### src/phy_cfg_regs.svh
// constant macros for the transceiver power, test and configuration registers
// How it works
// power-down select bits 15..9 read zero and ignore writes
// each set select bit makes that sub-block follow the common level
// common power-down level: 1 powers down, 0 runs normally
// force signal detect 1 makes 100M signal detect always good
// preamble shortened only when preamble-normal is 0 and 10M saving set
// length select 1 removes 12 preamble bits, 0 removes 22
// 10M transmit power-save bit enables or disables the saving
// negotiation power-save bit inverted: 1 disables, 0 enables saving
// read-only status bit shows crossover state, 1 crossed, 0 straight
// crossover override 1 disables automatic crossover, 0 enables it
// under override the crossover state takes the force-value bit
// negotiation loopback bit routes negotiation logic into loopback
// amplitude reduction applies only when set and no link partner
// drive current saving applies only when set and no link partner
// software writes zero to reserved config bit 1
// 16-bit test control register holds writes, resets to zero
// vendor test and monitor selects are plain read-write, reset zero
// all registers 16 bits, whole-word access, reserved bits read zero except config bit 1, which is stored
`ifndef PHY_CFG_REGS_SVH
`define PHY_CFG_REGS_SVH

// ==========================================
// register indices, byte address is index times four
`define IDX_POWER_DOWN_SELECT 6'h13
`define IDX_SPECIFIED_CONFIG 6'h14
`define IDX_INTERNAL_TEST_CONTROL 6'h1b
`define IDX_POWER_SAVING_CONTROL 6'h1d

// ==========================================
// writable masks and reset values
`define MASK_POWER_DOWN_SELECT 16'h01ff
`define MASK_SPECIFIED_CONFIG 16'hfe7f
`define MASK_INTERNAL_TEST_CONTROL 16'hffff
`define MASK_POWER_SAVING_CONTROL 16'h0e00
`define RST_REG16 16'h0000

// ==========================================
// config register fields
`define CFG_VENDOR_SEL_A 15
`define CFG_VENDOR_SEL_B 14
`define CFG_FORCE_SD 13
`define CFG_VENDOR_SEL_C 12
`define CFG_PREAMBLE_NORMAL 11
`define CFG_TEN_TX_SAVE 10
`define CFG_NEG_SAVE_OFF 9
`define CFG_XOVER_STATE 7
`define CFG_NEG_LOOPBACK 6
`define CFG_XOVER_FORCE_VAL 5
`define CFG_XOVER_OVERRIDE 4
`define CFG_MON_SEL_HI 3
`define CFG_MON_SEL_LO 2
`define CFG_RESERVED_1 1
`define CFG_COMMON_PD 0

// ==========================================
// power saving register fields
`define PSV_PREAMBLE_LEN_SEL 11
`define PSV_AMPLITUDE_SAVE 10
`define PSV_DRIVE_SAVE 9

// ==========================================
// preamble reduction amounts in bits
`define PREAMBLE_CUT_SHORT 5'h0c
`define PREAMBLE_CUT_LONG 5'h16

`define PD_SEL_COUNT 9
`endif

### src/phy_cfg_pkg.sv
// types shared by the transceiver configuration register bank
`default_nettype none
package phy_cfg_pkg;
  // controls handed to the analog and negotiation logic
  typedef struct packed {
    logic [8:0] pd_state;
    logic force_signal_detect;
    logic preamble_shorten_ctl;
    logic [4:0] preamble_cut_bits;
    logic ten_meg_tx_power_save;
    logic negotiation_power_save;
    logic auto_crossover_en;
    logic crossover_state;
    logic negotiation_loopback;
    logic amplitude_reduce;
    logic drive_current_save;
  } phy_ctl_t;

  // wishbone slave answer
  typedef struct packed {
    logic ack;
    logic [31:0] dat;
  } wb_resp_t;

  typedef enum logic [0:0] {
    BUS_IDLE = 1'b0,
    BUS_ACK = 1'b1
  } bus_state_t;
endpackage
`default_nettype wire

### src/phy_power_test_config_regs.sv
// register bank for transceiver power-down, test, config and power saving
`include "phy_cfg_regs.svh"
`default_nettype none
module phy_power_test_config_regs
  import phy_cfg_pkg::*;
(
  input wire logic ref_clk,
  input wire logic rst,
  input wire logic clk_en,
  input wire logic wb_cyc_i,
  input wire logic wb_stb_i,
  input wire logic wb_we_i,
  input wire logic [7:0] wb_adr_i,
  input wire logic [3:0] wb_sel_i,
  input wire logic [31:0] wb_dat_i,
  output logic [31:0] wb_dat_o,
  output logic wb_ack_o,
  input wire logic [8:0] pd_normal,
  input wire logic auto_crossover_detect,
  input wire logic link_partner_present,
  output var phy_ctl_t phy_ctl,
  output logic [15:0] test_ctl_out
);

  // ==========================================
  // storage
  logic [15:0] pd_select_ff;
  logic [15:0] config_ff;
  logic [15:0] test_ctl_ff;
  logic [15:0] power_save_ff;
  logic xover_state_ff;
  bus_state_t bus_ff;
  wb_resp_t resp_ff;
  phy_ctl_t ctl_ff;
  phy_ctl_t nxt_ctl;
  logic [8:0] nxt_pd_state;
  logic [31:0] nxt_rdata;
  logic [15:0] cfg_view;
  logic [5:0] reg_idx;
  logic req;
  logic wr_en;
  logic wr_full;

  // word addressed: low two byte-address bits ignored
  assign reg_idx = wb_adr_i[7:2];
  assign req = wb_cyc_i && wb_stb_i && (bus_ff == BUS_IDLE);
  // only whole 16-bit writes take effect, partial lanes are dropped
  assign wr_full = (wb_sel_i[1:0] == 2'b11);
  assign wr_en = req && wb_we_i && wr_full && clk_en;

  // ==========================================
  // bus handshake: ack one cycle after request, dropped next cycle
  always_ff @(posedge ref_clk)
  begin
    if (rst)
      bus_ff <= BUS_IDLE;
    else if (clk_en)
    begin
      case (bus_ff)
        BUS_IDLE:
        begin
          if (wb_cyc_i && wb_stb_i)
            bus_ff <= BUS_ACK;
        end
        BUS_ACK: bus_ff <= BUS_IDLE;
        default: bus_ff <= BUS_IDLE;
      endcase
    end
  end

  // ==========================================
  // power-down select: upper bits never stored
  always_ff @(posedge ref_clk)
  begin
    if (rst)
      pd_select_ff <= `RST_REG16;
    else if (wr_en && reg_idx == `IDX_POWER_DOWN_SELECT)
      pd_select_ff <= wb_dat_i[15:0] & `MASK_POWER_DOWN_SELECT;
  end

  // config register; status bit 7 and reserved 8 not stored
  always_ff @(posedge ref_clk)
  begin
    if (rst)
      config_ff <= `RST_REG16;
    else if (wr_en && reg_idx == `IDX_SPECIFIED_CONFIG)
      config_ff <= wb_dat_i[15:0] & `MASK_SPECIFIED_CONFIG;
  end

  // test register is opaque storage for internal testing
  always_ff @(posedge ref_clk)
  begin
    if (rst)
      test_ctl_ff <= `RST_REG16;
    else if (wr_en && reg_idx == `IDX_INTERNAL_TEST_CONTROL)
      test_ctl_ff <= wb_dat_i[15:0];
  end

  always_ff @(posedge ref_clk)
  begin
    if (rst)
      power_save_ff <= `RST_REG16;
    else if (wr_en && reg_idx == `IDX_POWER_SAVING_CONTROL)
      power_save_ff <= wb_dat_i[15:0] & `MASK_POWER_SAVING_CONTROL;
  end

  // ==========================================
  // crossover state: override wins, else follow the detector
  always_ff @(posedge ref_clk)
  begin
    if (rst)
      xover_state_ff <= 1'b0;
    else if (clk_en)
    begin
      if (config_ff[`CFG_XOVER_OVERRIDE])
        xover_state_ff <= config_ff[`CFG_XOVER_FORCE_VAL];
      else
        xover_state_ff <= auto_crossover_detect;
    end
  end

  // ==========================================
  // per sub-block power-down steering
  genvar gi;
  generate
    for (gi = 0; gi < `PD_SEL_COUNT; gi++)
    begin : g_pd
      // selected block follows the common level, 1 means powered down
      assign nxt_pd_state[gi] = pd_select_ff[gi] ?
        config_ff[`CFG_COMMON_PD] : pd_normal[gi];
    end
  endgenerate

  // remaining control outputs decoded from the stored bits
  always_comb
  begin
    nxt_ctl.pd_state = nxt_pd_state;
    nxt_ctl.force_signal_detect = config_ff[`CFG_FORCE_SD];
    nxt_ctl.ten_meg_tx_power_save = config_ff[`CFG_TEN_TX_SAVE];
    // shorten only with normal-preamble bit clear and 10M saving on
    nxt_ctl.preamble_shorten_ctl = !config_ff[`CFG_PREAMBLE_NORMAL]
      && config_ff[`CFG_TEN_TX_SAVE];
    if (!nxt_ctl.preamble_shorten_ctl)
      nxt_ctl.preamble_cut_bits = 5'h00;
    else if (power_save_ff[`PSV_PREAMBLE_LEN_SEL])
      nxt_ctl.preamble_cut_bits = `PREAMBLE_CUT_SHORT;
    else
      nxt_ctl.preamble_cut_bits = `PREAMBLE_CUT_LONG;
    nxt_ctl.negotiation_power_save = !config_ff[`CFG_NEG_SAVE_OFF];
    nxt_ctl.auto_crossover_en = !config_ff[`CFG_XOVER_OVERRIDE];
    nxt_ctl.crossover_state = xover_state_ff;
    nxt_ctl.negotiation_loopback = config_ff[`CFG_NEG_LOOPBACK];
    // savings only while the cable has no partner
    nxt_ctl.amplitude_reduce = power_save_ff[`PSV_AMPLITUDE_SAVE]
      && !link_partner_present;
    nxt_ctl.drive_current_save = power_save_ff[`PSV_DRIVE_SAVE]
      && !link_partner_present;
  end

  // ==========================================
  // registered control outputs
  always_ff @(posedge ref_clk)
  begin
    if (rst)
      ctl_ff <= '0;
    else if (clk_en)
      ctl_ff <= nxt_ctl;
  end

  always_ff @(posedge ref_clk)
  begin
    if (rst)
      test_ctl_out <= `RST_REG16;
    else if (clk_en)
      test_ctl_out <= test_ctl_ff;
  end

  // ==========================================
  // read mux; status bit overlays config, unmapped reads zero
  always_comb
  begin
    cfg_view = config_ff;
    cfg_view[`CFG_XOVER_STATE] = xover_state_ff;
    nxt_rdata = 32'h0000_0000;
    case (reg_idx)
      `IDX_POWER_DOWN_SELECT: nxt_rdata = {16'h0000, pd_select_ff};
      `IDX_SPECIFIED_CONFIG: nxt_rdata = {16'h0000, cfg_view};
      `IDX_INTERNAL_TEST_CONTROL: nxt_rdata = {16'h0000, test_ctl_ff};
      `IDX_POWER_SAVING_CONTROL: nxt_rdata = {16'h0000, power_save_ff};
      default: nxt_rdata = 32'h0000_0000;
    endcase
  end

  // answer every request, mapped or not, after one cycle
  always_ff @(posedge ref_clk)
  begin
    if (rst)
      resp_ff <= '0;
    else if (clk_en)
    begin
      resp_ff.ack <= req;
      if (req && !wb_we_i)
        resp_ff.dat <= nxt_rdata;
    end
  end

  assign wb_ack_o = resp_ff.ack;
  assign wb_dat_o = resp_ff.dat;
  assign phy_ctl = ctl_ff;

  // ==========================================
  // checks
  property p_pd_upper_zero;
    @(posedge ref_clk) disable iff (rst)
      pd_select_ff[15:9] == 7'h00;
  endproperty
  a_pd_upper_zero: assert property (p_pd_upper_zero)
    else $error("power-down select upper bits not zero");

  property p_pd_follow;
    @(posedge ref_clk) disable iff (rst)
      clk_en && pd_select_ff[0] |=> ctl_ff.pd_state[0] == $past(config_ff[0]);
  endproperty
  a_pd_follow: assert property (p_pd_follow)
    else $error("selected sub-block ignores common level");

  property p_shorten;
    @(posedge ref_clk) disable iff (rst)
      clk_en && config_ff[11] |=> !ctl_ff.preamble_shorten_ctl;
  endproperty
  a_shorten: assert property (p_shorten)
    else $error("preamble shortened with normal bit set");

  property p_cut_len;
    @(posedge ref_clk) disable iff (rst)
      ctl_ff.preamble_shorten_ctl |->
        ctl_ff.preamble_cut_bits == 5'h0c || ctl_ff.preamble_cut_bits == 5'h16;
  endproperty
  a_cut_len: assert property (p_cut_len)
    else $error("preamble cut amount wrong");

  property p_neg_save;
    @(posedge ref_clk) disable iff (rst)
      clk_en |=> ctl_ff.negotiation_power_save == !$past(config_ff[9]);
  endproperty
  a_neg_save: assert property (p_neg_save)
    else $error("negotiation power save sense wrong");

  property p_xover_force;
    @(posedge ref_clk) disable iff (rst)
      clk_en && config_ff[4] |=> xover_state_ff == $past(config_ff[5]);
  endproperty
  a_xover_force: assert property (p_xover_force)
    else $error("crossover state not forced");

  property p_amp;
    @(posedge ref_clk) disable iff (rst)
      clk_en && link_partner_present |=> !ctl_ff.amplitude_reduce && !ctl_ff.drive_current_save;
  endproperty
  a_amp: assert property (p_amp)
    else $error("saving active with link partner present");

  property p_ack_pulse;
    @(posedge ref_clk) disable iff (rst)
      wb_ack_o && clk_en |=> !wb_ack_o;
  endproperty
  a_ack_pulse: assert property (p_ack_pulse)
    else $error("ack held more than one cycle");

  // unselected sub-blocks keep their normal level
  property p_pd_normal;
    @(posedge ref_clk) disable iff (rst)
      clk_en && !pd_select_ff[0] |=> ctl_ff.pd_state[0] == $past(pd_normal[0]);
  endproperty
  a_pd_normal: assert property (p_pd_normal)
    else $error("unselected sub-block left normal control");

  property p_force_sd;
    @(posedge ref_clk) disable iff (rst)
      clk_en |=> ctl_ff.force_signal_detect == $past(config_ff[13]);
  endproperty
  a_force_sd: assert property (p_force_sd)
    else $error("forced signal detect wrong");

  // both conditions met means the preamble must be cut
  property p_shorten_on;
    @(posedge ref_clk) disable iff (rst)
      clk_en && !config_ff[11] && config_ff[10] |=> ctl_ff.preamble_shorten_ctl;
  endproperty
  a_shorten_on: assert property (p_shorten_on)
    else $error("preamble not shortened");

  property p_cut_sel;
    @(posedge ref_clk) disable iff (rst)
      clk_en && !config_ff[11] && config_ff[10] |=>
        ctl_ff.preamble_cut_bits == ($past(power_save_ff[11]) ? 5'h0c : 5'h16);
  endproperty
  a_cut_sel: assert property (p_cut_sel)
    else $error("preamble cut amount ignores length select");

  property p_ten_save;
    @(posedge ref_clk) disable iff (rst)
      clk_en |=> ctl_ff.ten_meg_tx_power_save == $past(config_ff[10]);
  endproperty
  a_ten_save: assert property (p_ten_save)
    else $error("10M transmit saving wrong");

  property p_auto_xover;
    @(posedge ref_clk) disable iff (rst)
      clk_en |=> ctl_ff.auto_crossover_en == !$past(config_ff[4]);
  endproperty
  a_auto_xover: assert property (p_auto_xover)
    else $error("automatic crossover enable wrong");

  // without override the detector result is taken one edge later
  property p_xover_follow;
    @(posedge ref_clk) disable iff (rst)
      clk_en && !config_ff[4] |=> xover_state_ff == $past(auto_crossover_detect);
  endproperty
  a_xover_follow: assert property (p_xover_follow)
    else $error("crossover state ignores detector");

  property p_loopback;
    @(posedge ref_clk) disable iff (rst)
      clk_en |=> ctl_ff.negotiation_loopback == $past(config_ff[6]);
  endproperty
  a_loopback: assert property (p_loopback)
    else $error("negotiation loopback wrong");

  property p_amp_on;
    @(posedge ref_clk) disable iff (rst)
      clk_en && !link_partner_present |=> ctl_ff.amplitude_reduce == $past(power_save_ff[10]);
  endproperty
  a_amp_on: assert property (p_amp_on)
    else $error("amplitude reduction wrong without partner");

  property p_drive;
    @(posedge ref_clk) disable iff (rst)
      clk_en && !link_partner_present |=> ctl_ff.drive_current_save == $past(power_save_ff[9]);
  endproperty
  a_drive: assert property (p_drive)
    else $error("drive current saving wrong without partner");

  property p_test_out;
    @(posedge ref_clk) disable iff (rst)
      clk_en |=> test_ctl_out == $past(test_ctl_ff);
  endproperty
  a_test_out: assert property (p_test_out)
    else $error("test control copy wrong");

  // reserved storage other than config bit 1 must never hold ones
  property p_rsvd;
    @(posedge ref_clk) disable iff (rst)
      config_ff[8:7] == 2'b00 && power_save_ff[15:12] == 4'h0
        && power_save_ff[8:0] == 9'h000;
  endproperty
  a_rsvd: assert property (p_rsvd)
    else $error("reserved register bits not zero");

  c_write_cfg: cover property (@(posedge ref_clk) disable iff (rst) wr_en && reg_idx == 6'h14);
  c_shorten: cover property (@(posedge ref_clk) disable iff (rst) ctl_ff.preamble_shorten_ctl);
  c_xover: cover property (@(posedge ref_clk) disable iff (rst) config_ff[4] && xover_state_ff);
endmodule
`default_nettype wire

### config.mk
export PLATFORM = sky130hd
export DESIGN_NAME = phy_power_test_config_regs
export DESIGN_NICKNAME = d
export VERILOG_FILES = /design/src/phy_cfg_pkg.sv /design/src/phy_power_test_config_regs.sv
export VERILOG_INCLUDE_DIRS = /design/src
export SDC_FILE = /design/constraint.sdc
export NUM_CORES = 1
export LEC_CHECK = 0
export ABC_AREA = 1
export BUFFER_PORTS_ARGS = -buffer_cell sky130_fd_sc_hd__buf_4
export CAP_MARGIN = 20
export CORE_ASPECT_RATIO = 0.6
export CORE_MARGIN = 1
export CORE_UTILIZATION = 40
export CTS_CLUSTER_SIZE = 14
export DETAILED_ROUTE_END_ITERATION = 16
export GPL_TIMING_DRIVEN = 0
export PLACE_DENSITY = 0.65
export SETUP_SLACK_MARGIN = 0.02
export SYNTH_ARGS = -nofsm -noshare
export SYNTH_HDL_FRONTEND = slang
export SYNTH_SLANG_ARGS = --single-unit
### constraint.sdc
create_clock -name ref_clk -period 3.2 [get_ports ref_clk]
set_clock_uncertainty 0.15 [all_clocks]
set_input_delay 0.32 -clock ref_clk [delete_from_list [all_inputs] [get_ports ref_clk]]
set_output_delay 0.32 -clock ref_clk [all_outputs]
set_load 0.02 [all_outputs]
==> impl_metrics.toml <==
[status]
outcome = "completed"

[sta]
setup_viol = 0
finalCritPeriodShare = 0.539
tns_ns = 0
min_period_ns = 1.73
layout_setup_ws_ns = 1.47
worstMarginPinSlew_ns = 0.644
slew_headroom = 0.570
hold_viol_final = 0
fmax_ghz = 0.580
finalMaxSlewViolations = 0
rsz0062_at_grt = "no"

[placed_design]
dpl.cell_count = 795
hpwl_um = 9540
gp_congestion = 0.864
portBuffers = 95
post-place-ws_ns = 1.29

[yosys]
synth_area_um2 = 4100
ys_ff_latch = 96
ys_types = 23
seq_area_frac_synth = 0.469
synthCells = 549
synth_warnings = 0
syn_avg_cell_area_um2 = 7.46

[clocking]
cts.reportedPaths.clkPinSlew_ns = 0.07
cts_resized = 0
cts_buffers = 9
worstSkewPairLatency_ns = 0.35
cts_setup_buffers = 0
clk_path_buf_depth = 2
tritoncts = "yes"
clock-root-buffer = "clkbuf_16"
htree_levels = 3
cts_sinks = 96
cts_hold_buffers = 0

[route]
dr.pass1.iters = 5
drc_errors = 0
drt_iter0_drc = 381
finalWirelength_um = 12700
avgViaCountPerCell = 5.08
vias = 4119
wl_per_cell_um = 15.6
drt.antenna.violating_nets = 0

[min_path]
hold_depth = 2
hold_path_end = "wb_dat_o[15]"
min-delay-start = "rst"
hp-class = "in2reg"

[pwr]
clkPwrFrac = 0.407
switching_share = 0.260
power_frac_comb = 0.106
p_int_uw = 1870
worst_ir_drop_vdd_mv = 0.281
switching_power_uw = 658
p_seq_frac = 0.487
p_total_uw = 2530
leakage_uw = 0.00236
power.density_nw_per_um2 = 475

[cells_and_area]
antennaDiodeCount = 0
syn_to_final_growth_pct = 29.9
drive_gt1_frac = 0.234
layout.cells.non_filler = 811
final_util = 0.537
nNetsFinal = 732

[global_route]
grt_usage = 0.246
grt_pass1_vias = 3581
grt_first_pass_wirelength_um = 19800
grt-ovfl-total = 0
grt_antenna_before_repair = 0
grt_max_degree = 17

[floorplan]
initial_core_util = 0.413
io_pins = 133
coreArea_um2 = 9910
die_h_um = 80.4
die_w_um = 133
rows = 28
die-area_um2 = 10700

[worst_setup_path]
path_class = "reg2reg"
startpoint_type = "flip-flop"
endpoint_kind = "flip-flop"
worstPathMaxFanout = 10
rr_worst_depth = 7
cp.required_ns = 3.33
reg2reg_to = "pd_select_ff[0]"
critPathArrivalTime_ns = 1.86
rrSetupSlack_ns = 1.47
rr_startpoint = "bus_ff"

[run]
timing.max_cap.violations = 0
==> cell usage after synthesis <==
library cell | n | share of area
dfxtp_1 | 96 | 0.47
nor2_1 | 88 | 0.081
nand2_1 | 60 | 0.055
nand3_1 | 54 | 0.066
o21ai_0 | 45 | 0.055
nor3_1 | 42 | 0.051
inv_1 | 27 | 0.025
a21oi_1 | 25 | 0.031
buf_4 | 21 | 0.038
o21ai_1 | 21 | 0.026
clkbuf_1 | 20 | 0.018
o211ai_1 | 19 | 0.035
buf_2 | 9 | 0.011
nor2_4 | 5 | 0.014
nor2_2 | 4 | 0.0061
inv_2 | 3 | 0.0027
buf_1 | 2 | 0.0018
nand2_2 | 2 | 0.0031
nand2_4 | 2 | 0.0055
buf_6 | 1 | 0.0027
clkinv_1 | 1 | 0.00092
conb_1 | 1 | 0.00092
nand4_1 | 1 | 0.0015
==> cells in the final DEF, fill, tap and decap left out, types with 17 or more instances in the layout <==
cell	n
a21oi_1	25
o211ai_1	19
clkbuf_1	20
nand2_1	60
nand3_1	54
nor3_1	42
inv_1	27
o21ai_1	21
buf_4	116
conb_1	17
nor2_1	88
dfxtp_1	96
o21ai_0	45
==> how the worst max path moves through the flow <==
stage                            to  slack [ns]    from
CTS                    config_ff[1]        1.51  bus_ff
detailed placement       phy_ctl[1]        1.29  clk_en
global route            wb_dat_o[9]        1.30  bus_ff
floorplan               wb_dat_o[5]        1.68  bus_ff
finish              pd_select_ff[0]        1.47  bus_ff
global placement         phy_ctl[1]        1.31  clk_en
==> power groups by stage <==
stage / Combinational (µW) / Clock, µW / Sequential, µW
floorplan: 117 / 0 / 1290
global placement: 263 / 0 / 1260
detailed placement: 265 / 0 / 1260
CTS: 266 / 1040 / 1230
global route: 290 / 1090 / 1230
finish: 268 / 1030 / 1230
==> final cells by class <==
cell class	instances	area, µm²
Fill cell	970	4590
Clock buffer	10	239
Multi-Input combinational cell	385	1820
Inverter	31	116
Buffer	53	297
Tap cell	135	169
Clock inverter	6	45.0
Sequential cell	96	1920
Timing Repair Buffer	95	713
==> kinds of logic (layout without fill, tap and decap cells) <==
family	Yosys count	in the layout	synth area share
AND/OR/NAND/NOR	258	258	0.283
AO/OA/AOI/OAI	110	110	0.146
flip-flops	96	96	0.469
buffers and inverters	84	195	0.101
other	1	17	0.000916
==> registers in the layout, summed over array words and instances (netlist names) <==
register	flops
config_ff	14
phy_ctl	20
wb_dat_o	16
test_ctl_out	16
bus_ff	1
pd_select_ff	9
xover_state_ff	1
test_ctl_ff	16
power_save_ff	3
==> routing by layer <==
| metal | track usage | up-vias | part of all wire |
|---|---|---|---|
| li1 | - | 2039 | - |
| met1 | 0.384 | 1855 | 0.51 |
| met2 | 0.331 | 205 | 0.38 |
| met3 | 0.0556 | 20 | 0.099 |
| met4 | 0.0575 | 0 | 0.0093 |
| met5 | 0 | - | 0 |
==> worst max-delay path: stages, from the launching register on <==
cell and delay, ns:
dfxtp_1 0.35, inv_1 0.05, nand4_1 0.13, inv_2 0.05, nand2_2 0.27, clkbuf_1 0.42, nor3_1 0.10, nor2_1 0.14
==> stage by stage <==
step / instance area [µm²] / hold slack, ns
floorplan: 4160 / 0.239
global placement: 5040 / 0.305
detailed placement: 5040 / 0.306
CTS: 5320 / 0.0146
global route: 5320 / 0.0214
finish: 5320 / 0.0229
Note: power is estimated with default switching activity, not from simulation.
